### src/pcs_pkg.sv
// Constants and types for the parameter command and save engine
package pcs_pkg;
   // ------------------------------------------------------------------
   // Register map (byte offsets) and field positions
   // ------------------------------------------------------------------
   localparam logic [3:0] REG_CMD = 4'h0;
   localparam logic [3:0] REG_COPY = 4'h4;
   localparam logic [3:0] REG_CTRL = 4'h8;
   localparam logic [3:0] REG_STATUS = 4'hc;
   localparam int CTRL_RESET_BIT = 0;
   localparam int CTRL_BUSY_BIT = 0;
   localparam int ST_USER_ERR = 0;
   localparam int ST_PD_ERR = 1;
   localparam int ST_INVALID = 2;
   localparam int ST_FAIL = 3;
   localparam int ST_BANK = 4;
   localparam int ST_FILT = 5;
   localparam int ST_REINIT = 7;
   // ------------------------------------------------------------------
   // Command codes and copy-mode values
   // ------------------------------------------------------------------
   localparam logic [16:0] CODE_SAVE_SAFE = 17'h003e8;
   localparam logic [16:0] CODE_SAVE_ANY = 17'h003e9;
   localparam logic [16:0] CODE_DFLT_STD = 17'h004d1;
   localparam logic [16:0] CODE_DFLT_REG = 17'h004dc;
   localparam logic [16:0] CODE_NP_BASE = 17'h02af8;
   localparam logic [16:0] CODE_SHOW_NONDEF = 17'h02ee0;
   localparam logic [16:0] CODE_SHOW_DESTINATION_CLASH_TRIP = 17'h02ee1;
   localparam logic [16:0] NP_Z1 = 17'h0000a;
   localparam logic [16:0] NP_Z2 = 17'h00014;
   localparam logic [16:0] NP_Z3 = 17'h0001e;
   localparam logic [16:0] NP_SPAN = 17'h00028;
   localparam logic [2:0] COPY_CARD_LO = 3'h3;
   localparam logic [2:0] COPY_CARD_HI = 3'h4;
   // ------------------------------------------------------------------
   // Reset values and default voltages
   // ------------------------------------------------------------------
   localparam logic [16:0] CMD_RST = 17'h00000;
   localparam logic [2:0] COPY_RST = 3'h0;
   localparam logic [1:0] REINIT_RST = 2'h0;
   localparam logic [1:0] REINIT_SAVES = 2'h2;
   localparam logic [9:0] RAMP_V_REGIONAL = 10'h307;
   localparam logic [9:0] RATED_V_REGIONAL = 10'h1cc;
   localparam logic [9:0] RAMP_V_STD = 10'h2ee;
   localparam logic [9:0] RATED_V_STD = 10'h190;
   // ------------------------------------------------------------------
   // Enumerations
   // ------------------------------------------------------------------
   typedef enum logic [1:0] {FILT_ALL = 2'h0, FILT_NONDEF = 2'h1, FILT_DESTINATION_CLASH_TRIP = 2'h2} pcs_filt_e;
   typedef enum logic [2:0] {
      JOB_PROBE = 3'h0, JOB_SAVE = 3'h1, JOB_LOAD_STD = 3'h2, JOB_LOAD_REG = 3'h3,
      JOB_NAMEPLATE = 3'h4, JOB_CARD = 3'h5
   } pcs_job_e;
   typedef enum logic [6:0] {
      ST_PROBE = 7'h01, ST_IDLE = 7'h02, ST_LOAD = 7'h04, ST_NP = 7'h08,
      ST_SAVE = 7'h10, ST_CARD = 7'h20, ST_MENU0 = 7'h40
   } pcs_state_e;
endpackage

### src/pcs_engine.sv
// Command decoder and two-bank save sequencer with Avalon-MM register access
`timescale 1ns/1ns
// What this block does
// - Successful reset-triggered action clears the command
// - Action that cannot start: command kept, no trip
// - Started action failing raises trip, command kept
// - Success clears command, copy-mode only below three
// - Copy-mode 1/2 with command: command only, both cleared
// - Copy-mode 3/4 adds card write per save, except keypad menu-0 saves
// - Commanded save stores power-down set too
// - Code 1000 needs healthy supply; 1001 always saves
// - Save duration varies; wait without timeout
// - Write inactive bank, switch after completion
// - Interrupted save flagged at power-up, old bank used
// - No valid stored data raises invalid-store trip
// - Keypad menu-0 saves write active bank directly
// - Save user set after defaults, and after nameplate with y=1
// - Card writes carry no bank protection
// - After module change, next two saves other than menu-0 saves clear first
// - Code 1233 loads standard defaults then saves
// - Code 1244 loads regional defaults, 775V/460V on 400V units
// - Code 110zy moves nameplate; z slot, y direction
// - Codes 12000/12001 choose the display filter
// - Filter codes act at once, others need reset
module pcs_engine (
   input wire logic clock,
   input wire logic reset,
   input wire logic [3:0] avm_address,
   input wire logic avm_read,
   input wire logic avm_write,
   input wire logic [31:0] avm_writedata,
   output logic [31:0] avm_readdata,
   output logic avm_waitrequest,
   input wire logic undervoltage_pin,
   input wire logic low_supply_pin,
   input wire logic drive_enabled_pin,
   input wire logic unit_400v_pin,
   input wire logic menu0_save_req,
   input wire logic module_change,
   input wire logic job_done,
   input wire logic job_fail,
   input wire logic [1:0] probe_bank_valid,
   input wire logic probe_newest_bank,
   input wire logic probe_torn_user,
   input wire logic probe_torn_pd,
   output logic job_req,
   output logic [2:0] job_code,
   output logic job_bank,
   output logic job_ps,
   output logic job_clear,
   output logic job_direct,
   output logic [1:0] job_slot,
   output logic job_dir,
   output logic [9:0] ramp_volts,
   output logic [9:0] rated_volts,
   output logic [1:0] display_filter,
   output logic active_bank,
   output logic user_save_error_trip,
   output logic powerdown_save_error_trip,
   output logic store_invalid_trip,
   output logic action_fail_trip
);
   // ------------------------------------------------------------------
   // Declarations
   // ------------------------------------------------------------------
   pcs_pkg::pcs_state_e state_r, state_nxt;
   logic [3:0] sync1_r, sync2_r;
   logic supply_low, drive_enabled, unit_400v;
   logic [16:0] cmd_r;
   logic [2:0] copy_r;
   logic reset_req_r, menu0_pend_r;
   logic [1:0] reinit_r;
   logic wr_take, rd_take, idle, go, finish, fail, start_ps;
   logic [3:0] np;

   // Nameplate code decode: {valid, slot, direction}
   function automatic logic [3:0] np_decode(input logic [16:0] c);
      logic [16:0] off;
      logic [1:0] z;
      logic [16:0] y;
      off = c - pcs_pkg::CODE_NP_BASE;
      z = (off >= pcs_pkg::NP_Z3) ? 2'h3 : (off >= pcs_pkg::NP_Z2) ? 2'h2 :
          (off >= pcs_pkg::NP_Z1) ? 2'h1 : 2'h0;
      unique case (z)
         2'h3: y = off - pcs_pkg::NP_Z3;
         2'h2: y = off - pcs_pkg::NP_Z2;
         2'h1: y = off - pcs_pkg::NP_Z1;
         2'h0: y = off;
      endcase
      np_decode = {(c >= pcs_pkg::CODE_NP_BASE) && (off < pcs_pkg::NP_SPAN) && (y <= 17'h00001),
                   z, y[0]};
   endfunction

   // ------------------------------------------------------------------
   // Pin synchronisers
   // ------------------------------------------------------------------
   // Two stages on every supply and status pin
   always_ff @(posedge clock) begin
      if (reset) begin
         sync1_r <= 4'h0;
         sync2_r <= 4'h0;
      end else begin
         sync1_r <= {unit_400v_pin, drive_enabled_pin, low_supply_pin, undervoltage_pin};
         sync2_r <= sync1_r;
      end
   end
   assign supply_low = sync2_r[0] | sync2_r[1];
   assign drive_enabled = sync2_r[2];
   assign unit_400v = sync2_r[3];

   // ------------------------------------------------------------------
   // Sequencer
   // ------------------------------------------------------------------
   assign idle = (state_r == pcs_pkg::ST_IDLE);
   assign go = idle && reset_req_r;
   assign np = np_decode(cmd_r);
   assign wr_take = avm_write && !avm_waitrequest;
   assign rd_take = avm_read && avm_waitrequest;

   // Next state, success and failure of a command sequence
   always_comb begin
      state_nxt = state_r;
      finish = 1'b0;
      fail = 1'b0;
      start_ps = 1'b0;
      unique case (state_r)
         pcs_pkg::ST_PROBE: begin
            if (job_done || job_fail) begin
               state_nxt = pcs_pkg::ST_IDLE;
            end
         end
         pcs_pkg::ST_IDLE: begin
            if (reset_req_r) begin
               if ((cmd_r == pcs_pkg::CODE_SAVE_SAFE && !supply_low) ||
                   cmd_r == pcs_pkg::CODE_SAVE_ANY) begin
                  state_nxt = pcs_pkg::ST_SAVE;
                  start_ps = 1'b1;
               end else if ((cmd_r == pcs_pkg::CODE_DFLT_STD ||
                             cmd_r == pcs_pkg::CODE_DFLT_REG) && !drive_enabled) begin
                  state_nxt = pcs_pkg::ST_LOAD;
               end else if (np[3]) begin
                  state_nxt = pcs_pkg::ST_NP;
               end
               // Anything else cannot start or is unknown: command kept
            end else if (menu0_pend_r) begin
               state_nxt = pcs_pkg::ST_MENU0;
            end
         end
         pcs_pkg::ST_LOAD: begin
            if (job_fail) begin
               fail = 1'b1;
            end else if (job_done) begin
               state_nxt = pcs_pkg::ST_SAVE;
            end
         end
         pcs_pkg::ST_NP: begin
            if (job_fail) begin
               fail = 1'b1;
            end else if (job_done && job_dir) begin
               state_nxt = pcs_pkg::ST_SAVE;
            end else if (job_done) begin
               finish = 1'b1;
            end
         end
         pcs_pkg::ST_SAVE: begin
            if (job_fail) begin
               fail = 1'b1;
            end else if (job_done && (copy_r == pcs_pkg::COPY_CARD_LO ||
                                      copy_r == pcs_pkg::COPY_CARD_HI)) begin
               state_nxt = pcs_pkg::ST_CARD;
            end else if (job_done) begin
               finish = 1'b1;
            end
         end
         pcs_pkg::ST_CARD: begin
            if (job_fail) begin
               fail = 1'b1;
            end else if (job_done) begin
               finish = 1'b1;
            end
         end
         pcs_pkg::ST_MENU0: begin
            if (job_done || job_fail) begin
               state_nxt = pcs_pkg::ST_IDLE;
            end
         end
      endcase
      if (finish || fail) begin
         state_nxt = pcs_pkg::ST_IDLE;
      end
   end

   // State register; probe of the store runs first after reset
   always_ff @(posedge clock) begin
      if (reset) begin
         state_r <= pcs_pkg::ST_PROBE;
      end else begin
         state_r <= state_nxt;
      end
   end

   // Job request to the store; held until done or fail, no timeout
   always_ff @(posedge clock) begin
      if (reset) begin
         job_req <= 1'b1;
         job_code <= pcs_pkg::JOB_PROBE;
         job_bank <= 1'b0;
         job_ps <= 1'b0;
         job_clear <= 1'b0;
         job_direct <= 1'b0;
         job_slot <= 2'h0;
         job_dir <= 1'b0;
         ramp_volts <= pcs_pkg::RAMP_V_STD;
         rated_volts <= pcs_pkg::RATED_V_STD;
      end else if (state_nxt != state_r && state_nxt != pcs_pkg::ST_IDLE) begin
         job_req <= 1'b1;
         job_direct <= 1'b0;
         job_clear <= 1'b0;
         job_ps <= 1'b0;
         unique case (state_nxt)
            pcs_pkg::ST_LOAD: begin
               if (cmd_r == pcs_pkg::CODE_DFLT_REG && unit_400v) begin
                  job_code <= pcs_pkg::JOB_LOAD_REG;
                  ramp_volts <= pcs_pkg::RAMP_V_REGIONAL;
                  rated_volts <= pcs_pkg::RATED_V_REGIONAL;
               end else begin
                  job_code <= (cmd_r == pcs_pkg::CODE_DFLT_REG) ? pcs_pkg::JOB_LOAD_REG :
                              pcs_pkg::JOB_LOAD_STD;
                  ramp_volts <= pcs_pkg::RAMP_V_STD;
                  rated_volts <= pcs_pkg::RATED_V_STD;
               end
            end
            pcs_pkg::ST_NP: begin
               job_code <= pcs_pkg::JOB_NAMEPLATE;
               job_slot <= np[2:1];
               job_dir <= np[0];
            end
            pcs_pkg::ST_SAVE: begin
               job_code <= pcs_pkg::JOB_SAVE;
               job_bank <= ~active_bank;
               job_ps <= start_ps;
               job_clear <= (reinit_r != pcs_pkg::REINIT_RST);
            end
            pcs_pkg::ST_CARD: begin
               job_code <= pcs_pkg::JOB_CARD;
            end
            default: begin
               job_code <= pcs_pkg::JOB_SAVE;
               job_bank <= active_bank;
               job_direct <= 1'b1;
            end
         endcase
      end else if (job_done || job_fail) begin
         job_req <= 1'b0;
      end
   end

   // Active bank: from the probe, then switched by completed saves other than menu-0 saves
   always_ff @(posedge clock) begin
      if (reset) begin
         active_bank <= 1'b0;
      end else if (state_r == pcs_pkg::ST_PROBE && job_done && probe_bank_valid != 2'h0) begin
         active_bank <= probe_newest_bank;
      end else if (state_r == pcs_pkg::ST_SAVE && job_done) begin
         active_bank <= job_bank;
      end
   end

   // Pending keypad saves and bank re-initialisation count
   always_ff @(posedge clock) begin
      if (reset) begin
         menu0_pend_r <= 1'b0;
         reinit_r <= pcs_pkg::REINIT_RST;
      end else begin
         if (menu0_save_req) begin
            menu0_pend_r <= 1'b1;
         end else if (state_nxt == pcs_pkg::ST_MENU0) begin
            menu0_pend_r <= 1'b0;
         end
         if (module_change) begin
            reinit_r <= pcs_pkg::REINIT_SAVES;
         end else if (state_r == pcs_pkg::ST_SAVE && job_done && reinit_r != 2'h0) begin
            reinit_r <= reinit_r - 2'h1;
         end
      end
   end

   // Trips: sticky, set wins over a software clear
   always_ff @(posedge clock) begin
      if (reset) begin
         user_save_error_trip <= 1'b0;
         powerdown_save_error_trip <= 1'b0;
         store_invalid_trip <= 1'b0;
         action_fail_trip <= 1'b0;
      end else begin
         if (state_r == pcs_pkg::ST_PROBE && job_done && probe_torn_user) begin
            user_save_error_trip <= 1'b1;
         end else if (wr_take && avm_address == pcs_pkg::REG_STATUS &&
                      avm_writedata[pcs_pkg::ST_USER_ERR]) begin
            user_save_error_trip <= 1'b0;
         end
         if (state_r == pcs_pkg::ST_PROBE && job_done && probe_torn_pd) begin
            powerdown_save_error_trip <= 1'b1;
         end else if (wr_take && avm_address == pcs_pkg::REG_STATUS &&
                      avm_writedata[pcs_pkg::ST_PD_ERR]) begin
            powerdown_save_error_trip <= 1'b0;
         end
         if (state_r == pcs_pkg::ST_PROBE && (job_fail ||
             (job_done && probe_bank_valid == 2'h0))) begin
            store_invalid_trip <= 1'b1;
         end else if (wr_take && avm_address == pcs_pkg::REG_STATUS &&
                      avm_writedata[pcs_pkg::ST_INVALID]) begin
            store_invalid_trip <= 1'b0;
         end
         if (fail || (state_r == pcs_pkg::ST_MENU0 && job_fail)) begin
            action_fail_trip <= 1'b1;
         end else if (wr_take && avm_address == pcs_pkg::REG_STATUS &&
                      avm_writedata[pcs_pkg::ST_FAIL]) begin
            action_fail_trip <= 1'b0;
         end
      end
   end

   // ------------------------------------------------------------------
   // Avalon-MM slave
   // ------------------------------------------------------------------
   // One wait state per access; write and read data at the low cycle
   always_ff @(posedge clock) begin
      if (reset) begin
         avm_waitrequest <= 1'b1;
         avm_readdata <= 32'h00000000;
      end else begin
         avm_waitrequest <= !((avm_read || avm_write) && avm_waitrequest);
         if (rd_take) begin
            unique case (avm_address)
               pcs_pkg::REG_CMD: avm_readdata <= {15'h0000, cmd_r};
               pcs_pkg::REG_COPY: avm_readdata <= {29'h00000000, copy_r};
               pcs_pkg::REG_CTRL: avm_readdata <= {31'h00000000, !idle};
               pcs_pkg::REG_STATUS: avm_readdata <= {23'h000000, reinit_r, display_filter,
                  active_bank, action_fail_trip, store_invalid_trip,
                  powerdown_save_error_trip, user_save_error_trip};
               default: avm_readdata <= 32'h00000000;
            endcase
         end
      end
   end

   // Command, copy mode, filter and drive-reset request
   always_ff @(posedge clock) begin
      if (reset) begin
         cmd_r <= pcs_pkg::CMD_RST;
         copy_r <= pcs_pkg::COPY_RST;
         display_filter <= pcs_pkg::FILT_ALL;
         reset_req_r <= 1'b0;
      end else begin
         if (finish) begin
            cmd_r <= pcs_pkg::CMD_RST;
            if (copy_r < pcs_pkg::COPY_CARD_LO) begin
               copy_r <= pcs_pkg::COPY_RST;
            end
         end else if (wr_take && idle && avm_address == pcs_pkg::REG_CMD) begin
            cmd_r <= avm_writedata[16:0];
            if (avm_writedata[16:0] == pcs_pkg::CODE_SHOW_NONDEF) begin
               display_filter <= pcs_pkg::FILT_NONDEF;
            end else if (avm_writedata[16:0] == pcs_pkg::CODE_SHOW_DESTINATION_CLASH_TRIP) begin
               display_filter <= pcs_pkg::FILT_DESTINATION_CLASH_TRIP;
            end else begin
               display_filter <= pcs_pkg::FILT_ALL;
            end
         end else if (wr_take && idle && avm_address == pcs_pkg::REG_COPY) begin
            copy_r <= avm_writedata[2:0];
         end
         if (wr_take && idle && avm_address == pcs_pkg::REG_CTRL &&
             avm_writedata[pcs_pkg::CTRL_RESET_BIT]) begin
            reset_req_r <= 1'b1;
         end else if (go) begin
            reset_req_r <= 1'b0;
         end
      end
   end
endmodule

### config.mk
export PLATFORM = sky130hd
export DESIGN_NAME = pcs_engine
export DESIGN_NICKNAME = d
export VERILOG_FILES = /design/src/pcs_pkg.sv /design/src/pcs_engine.sv
export SDC_FILE = /design/constraint.sdc
export NUM_CORES = 1
export LEC_CHECK = 0
export BUFFER_PORTS_ARGS = -buffer_cell sky130_fd_sc_hd__buf_2
export CORE_MARGIN = 3
export CORE_UTILIZATION = 45
export DETAILED_ROUTE_END_ITERATION = 10
export PLACE_DENSITY = 0.67
export SYNTH_ARGS = -nofsm -noshare
export SYNTH_HDL_FRONTEND = slang
export SYNTH_SLANG_ARGS = --single-unit
### constraint.sdc
create_clock -name clock -period 7.2 [get_ports clock]
set_input_delay 1.44 -clock clock [delete_from_list [all_inputs] [get_ports clock]]
set_output_delay 1.44 -clock clock [all_outputs]
set_load 0.05 [all_outputs]
== Word-level counts from Yosys, hierarchy flattened ==
Index checks and enable logic that the tools add are counted.
Operators by class
  $add $sub $neg: 5
  $lt $le $gt $ge: 7
  equality and inequality tests: 30
  multiplexer cells: 62
  bitwise gates (word level): 4
  reduce and logical (&&, ||, !) cells: 70
Operator list (number)
  17-bit one-hot mux with 4 select lines: 2
  7-bit two-way mux: 14
  7-bit one-hot mux with 5 select lines: 1
  17-bit by 10-bit equality test with 1-bit output (second input constant): 2
  17-bit by 11-bit equality test with 1-bit output (second input constant): 2
  17-bit by 14-bit equality test with 1-bit output (second input constant): 2
  17-bit by 5-bit greater-or-equal comparator with 1-bit output (second input constant): 2
  17-bit by 5-bit subtractor with 17-bit output (second input constant): 2
  1-bit logical AND: 31
  1-bit two-way mux: 31
  2-bit nonzero test: 11
  17-bit by 14-bit greater-or-equal comparator with 1-bit output (second input constant): 1
  17-bit by 4-bit greater-or-equal comparator with 1-bit output (second input constant): 1
  17-bit by 1-bit less-or-equal comparator with 1-bit output (second input constant): 1
  17-bit by 6-bit < comparator with 1-bit output (second input constant): 1
  17-bit by 14-bit subtractor with 17-bit output (second input constant): 1
  17-bit by 4-bit subtractor with 17-bit output (second input constant): 1
  7-bit by 3-bit equality test with 1-bit output (second input constant): 2
  7-bit by 4-bit equality test with 1-bit output (second input constant): 2
  7-bit by 5-bit equality test with 1-bit output (second input constant): 2
  7-bit by 6-bit equality test with 1-bit output (second input constant): 2
  7-bit equality test (second input constant): 2
  2-bit two-way mux: 6
  3-bit two-way mux: 4
  other kinds (29): 52
Word-level totals
  flip-flop bits (word level): 110
  output and inout bits: 71
  logic and storage cells: 205

== Logic depth before layout (Yosys ltp) ==
  depth in word-level cells: 19
  depth in mapped cells: 16
  gate-level depth less buffers: 14

== Least setup slack after synthesis ==
Ideal clock, no wire load.
  path kind: reg2reg
  start: reg cmd_r[3]
  end: reg job_bank
  setup time: 0.133 ns
  data arrival time: 3.730 ns
  data required time: 7.067 ns
  setup slack: 3.337 ns
  cell stages (with the launch flop): 15
  path buffers: 1
  clock period less this slack: 3.863 ns
  path through: dfxtp_1 > ha_1 > buf_2 > nand4_1 > a211oi_2 > xor2_2 > a311o_1 > or4_1 > xnor2_1 > a2111oi_4 > nand4_4 > a2111oi_4 > o211ai_2 > a21oi_1 > a311oi_1
Between the ends
  longest elaborated chain between the ends: 19
RTL lines
  start: declaration: RTL line pcs_engine.sv:69  | logic [16:0] cmd_r;
  start signal: assignment: RTL line pcs_engine.sv:351  | cmd_r <= pcs_pkg::CMD_RST;
  start signal: assignment: RTL line pcs_engine.sv:357  | cmd_r <= pcs_pkg::CMD_RST;
  start signal: assignment: RTL line pcs_engine.sv:362  | cmd_r <= avm_writedata[16:0];
  17-bit by 14-bit subtractor with 17-bit output: RTL line pcs_engine.sv:81  | off = c - pcs_pkg::CODE_NP_BASE;
  17-bit by 4-bit greater-or-equal comparator with 1-bit output: RTL line pcs_engine.sv:83  | (off >= pcs_pkg::NP_Z1) ? 2'h1 : 2'h0;
  1-bit two-way mux: RTL line pcs_engine.sv:83
  2-bit two-way mux (2 in a row): RTL line pcs_engine.sv:82  | z = (off >= pcs_pkg::NP_Z3) ? 2'h3 : (off >= pcs_pkg::NP_Z2) ? 2'h2 :
  2-bit by 1-bit equality test with 1-bit output, or another cell as far along: RTL line pcs_engine.sv:84  | unique case (z)
  17-bit one-hot mux with 4 select lines: RTL line pcs_engine.sv:84
  17-bit by 1-bit less-or-equal comparator with 1-bit output: RTL line pcs_engine.sv:90  | np_decode = {(c >= pcs_pkg::CODE_NP_BASE) && (off < pcs_pkg::NP_SPAN) && (y <= 17'h00001),
  1-bit logical AND: RTL line pcs_engine.sv:90
  [... 2 more ...]
  7-bit two-way mux *: RTL line pcs_engine.sv:134  | if ((cmd_r == pcs_pkg::CODE_SAVE_SAFE && !supply_low) ||
  7-bit two-way mux *: RTL line pcs_engine.sv:133  | if (reset_req_r) begin
  7-bit one-hot mux with 5 select lines *: RTL line pcs_engine.sv:126  | unique case (state_r)
  7-bit two-way mux *: RTL line pcs_engine.sv:188  | if (finish || fail) begin
  7-bit by 6-bit equality test with 1-bit output, or another cell as far along: RTL line pcs_engine.sv:220  | unique case (state_nxt)
  3-bit OR reduction (no line)
  1-bit inverter (no line)
  2-bit AND reduction (no line)
  end signal: assignment: RTL line pcs_engine.sv:240  | job_bank <= ~active_bank;
  end signal: assignment: RTL line pcs_engine.sv:249  | job_bank <= active_bank;
  end: declaration: RTL line pcs_engine.sv:48  | output logic job_bank,
Mark *: on every way between the ends. The rest lies on a longest branch, timed or not.
A chain may end at the register's enable or synchronous reset.

== Final worst setup path ==
  start: reg cmd_r[3]
  end: reg rated_volts[4]
Between the ends
  longest elaborated chain between the ends: 18
RTL lines
  17-bit by 14-bit subtractor with 17-bit output: RTL line pcs_engine.sv:81
  17-bit by 4-bit greater-or-equal comparator with 1-bit output: RTL line pcs_engine.sv:83
  1-bit two-way mux: RTL line pcs_engine.sv:83
  2-bit two-way mux (2 in a row): RTL line pcs_engine.sv:82
  2-bit by 1-bit equality test with 1-bit output, or another cell as far along: RTL line pcs_engine.sv:84
  17-bit one-hot mux with 4 select lines: RTL line pcs_engine.sv:84
  17-bit by 1-bit less-or-equal comparator with 1-bit output: RTL line pcs_engine.sv:90
  1-bit logical AND: RTL line pcs_engine.sv:90
  7-bit two-way mux: RTL line pcs_engine.sv:141  | end else if (np[3]) begin
  7-bit two-way mux: RTL line pcs_engine.sv:138  | end else if ((cmd_r == pcs_pkg::CODE_DFLT_STD ||
  7-bit two-way mux: RTL line pcs_engine.sv:134
  7-bit two-way mux: RTL line pcs_engine.sv:133
  7-bit one-hot mux with 5 select lines: RTL line pcs_engine.sv:126
  7-bit two-way mux: RTL line pcs_engine.sv:188
  7-bit != test or 7-bit by 2-bit != test with 1-bit output (tied branches): RTL line pcs_engine.sv:215  | end else if (state_nxt != state_r && state_nxt != pcs_pkg::ST_IDLE) begin
  1-bit logical AND: RTL line pcs_engine.sv:215
  2-bit AND reduction (no line)
  end signal: assignment: RTL line pcs_engine.sv:214  | rated_volts <= pcs_pkg::RATED_V_STD;
  end signal: assignment: RTL line pcs_engine.sv:225  | rated_volts <= pcs_pkg::RATED_V_REGIONAL;
  end signal: assignment: RTL line pcs_engine.sv:230  | rated_volts <= pcs_pkg::RATED_V_STD;
  end: declaration: RTL line pcs_engine.sv:55  | output logic [9:0] rated_volts,
Several ways; a longest one is shown, not always the timed one.

==> parameters.txt <==
Parameter                              Value

Finish
  Core occupancy in the finished layout    a little over half
  Count of inserted antenna diode cells    0
  Number of non-filler instances in the completed layout    approximately 860
  Layout-stage area growth over the synthesis result    11.3%
  Final nets    781
  # fillers    roughly 1100
  Layout cells sized above 1    18.7%
  Post-Layout Inst Area    about 6000 um2

Synth
  Synthesized-area fraction occupied by xor and xnor cells    4.13%
  Sequential cell area fraction in the yosys report    between 20% and 30%
  Share of the synthesized area in compound gates (AO/OA/AOI/OAI)    24.9%
  Area share of fa/ha/maj cells after synthesis    3.10%
  Post-Syn Area per Cell    7.91 um2
  Post-synth design cell area    5240 um2
  Main flop type after synthesis    sky130_fd_sc_hd__dfxtp_1
  Post-synthesis async set-or-reset flop share    0%
  Number of synthesized register bits    slightly below 80
  Mux share of post-synthesis cell area    1.72%
  Number of flops mapped to enable cells by yosys    0
  Top cell types by occurrence after synthesis    sky130_fd_sc_hd__nor2_1 (78), sky130_fd_sc_hd__dfxtp_1 (77), sky130_fd_sc_hd__nand2_1 (73)
  Simple logic cell fraction of the synthesized area    approximately 28%
  Area share of the leading cell type in the synthesized netlist    between 20% and 30%
  Synth cell types    88
  Top post-synthesis cells by area    sky130_fd_sc_hd__dfxtp_1 (29%), sky130_fd_sc_hd__nor2_1 (5.6%), sky130_fd_sc_hd__nand2_1 (5.2%)
  Main combinational cell family by area after synthesis    simple AND/OR/NAND/NOR gates
  Warnings from Yosys    0
  Leading cell type by number of instances after synthesis    sky130_fd_sc_hd__nor2_1
  Post-synthesis cell count    663
  Library cell occupying the most area in the post-synthesis netlist    sky130_fd_sc_hd__dfxtp_1

Floorplanning
  X dimension of the die    114 um
  FP Rows    38
  Floorplan core area    around 11000 um2
  Vertical extent of the die    114 um
  Top-level I/O count    124
  Initial standard-cell utilization of the core    47.1%
  Die footprint    13000 um2

Place
  Post-Place Cell Area    5530 um2
  HPWL after detailed placement    ~11 mm
  Final Wtd Congestion    between 0.9 and 1
  Port Buffers    83
  Cells after DPL    844
  Setup slack at placement    2.40 ns

Drt
  Detailed-router iteration count before antenna repair    5
  WL/cell    between 15 and 20 um
  Residual DRC    0
  Number of antenna-violating nets in the routed design    0
  Total detailed-routing wirelength    15.0 mm
  Vias per std cell    about 5.8
  Total via count in the routed design    between 4000 and 5000
  Number of DRC violations after detailed-routing iteration 0    427

Hold path
  Hold path start    sync1_r[3]
  Class of the most critical hold timing path    flop to flop

Power and ir drop
  Total power after layout    1.07 mW
  Static leakage    about 2.3 nW
  Max rail drop VDD    0.000166 V
  Total power density per cell area    183 nW/um2

Setup path
  Kind of critical path    flop to flop
  Crit Reg-Reg Startpoint    cmd_r[3]
  Cell-by-cell listing of the critical path    ha_1, nand4_1, a211oi_2, xor2_2, a311o_1, or4_1, xnor2_1, a2111oi_4, nand4_4, and3_1, inv_1, nand4b_1, o31a_1
  Launching element of the worst setup path    cmd_r[3]
  Critical path endpoint category    flop
  CP required    7.42 ns
  Critical path peak fanout    16
  Master of the slowest instance on the critical path    sky130_fd_sc_hd__dfxtp_1
  Startpoint Class    flop
  Critical path's largest stage delay    approximately 0.7 ns
  Arrival time of the worst setup path    5.09 ns
  Setup slack on the worst flop-to-flop path    2.34 ns

Timing
  Normalized max-slew margin    37.3%
  Setup tns final    0 ns
  Setup skew after layout    0.00676 ns
  Slew of the pin with the lowest slew margin    around 0.9 ns
  Number of pins with negative max-slew slack in the final report    0
  Final hold slack    approximately 0.43 ns
  Minimum clock period after layout    4.86 ns
  RSZ-0062 raised after global routing    false
  Final setup slack of the worst path    2.34 ns
  Fraction of the cycle the final worst path needs    67.5%
  Final hold vios    0
  Setup violation total in the final timing report    0
  Highest clock rate    0.206 GHz

Global route
  First-pass GRT wire length    24.4 mm
  Vias in the first global route    4667
  Total routing usage reported by global routing    23.2%
  Number of antenna violations at the first check in global routing    0
  Remaining Overflow, GRT    0
  Maximum number of pins on one net before global-route repair    60

Run status
  Outcome    finished, final reports clean

CTS
  Maximum number of buffers from clock root to sink    2
  Clock sink total    77
  Clock transition time at the flip-flop clock pins of the worst setup and hold paths    0.06 ns
  Insertion delay of the later-clocked pin in the worst-skew pair    approximately 0.34 ns
  Maximum level of the CTS H-tree    3
  Clock tree from TritonCTS    done
  Post CTS Setup Buffer Count    0
  Cts bufs inserted    9
  Clock tree root buffer cell    sky130_fd_sc_hd__clkbuf_16
  Number of gates resized after CTS    0
  Number of buffers inserted for hold repair after clock tree synthesis    0

Flow run
  MaxCap Viol Count    0
[layer usage]
layer  routed length [um]  track usage [%]  share of wire (%)
met1                 7050             33.7                 47
met2                 6770             35.6                 45
met3                  939             3.77                6.3
met4                  233             6.10                1.6
met5                    0                0                  0
[sequential cells by signal (all words and copies together), names as in the netlist, 2 cells and up]
register and flops:
copy_r 3, job_slot 2, sync2_r 4, rated_volts 2, state_r 7, sync1_r 4
cmd_r 17, avm_readdata 17, job_code 3, reinit_r 2, display_filter 2
[path summary, 6_finish.rpt]
kind	to	depth (start not counted)
hold / removal	sync2_r[3]	1
hold reg to reg	sync2_r[3]	1
setup / recovery	rated_volts[4]	13
setup reg to reg	rated_volts[4]	13
[power by group]
group          total, mW  internal (mW)  switching, mW
clock network      0.468          0.298          0.170
logic              0.152         0.0421          0.110
registers          0.448          0.437         0.0110
[layout make-up]
class	instances	area, um2	share of cell area (%)
sequential	77	1540	26.4
multi-input combinational	524	3310	56.8
inverter	17	63.8	1.09
timing repair buffer	86	438	7.50
clock inverter	5	77.6	1.33
clock buffer	9	225	3.86
tap	140	175	3.00
[cells by family (layout without fill, tap and decap cells)]
group,Yosys count,in the layout
XOR/XNOR,23,23
AND/OR/NAND/NOR,277,277
adder cells (fa/ha/maj),13,13
flip-flops,77,77
multiplexers,9,9
other,2,25
AO/OA/AOI/OAI,177,177
buffers and inverters,85,117
[critical path, delay by kind of cell, from the launching register on]
| family | cells | cell delay (ns) |
|---|---|---|
| AOI/OAI and AO/OA | 4 | 1.27 |
| xor gates and xnor gates | 2 | 0.39 |
| adders and majority gates | 1 | 0.51 |
| buffers and inverters | 1 | 0.17 |
| DFF | 1 | 0.71 |
| and+or+nand+nor | 5 | 1.70 |
[placed cells by master, fill, tap and decap left out, drive strengths merged, types with 9 or more instances in the layout]
cell type,count
ha,13
xor2,9
dfxtp,77
nand3,14
nand4b,9
nor2b,18
nor2,78
nor4,9
nor3,19
mux2i,9
nand2,74
xnor2,14
clkbuf,9
a22oi,20
inv,17
buf,86
a21oi,48
conb,25
o21ai,24
No activity file was read; power rests on OpenSTA's default activity.
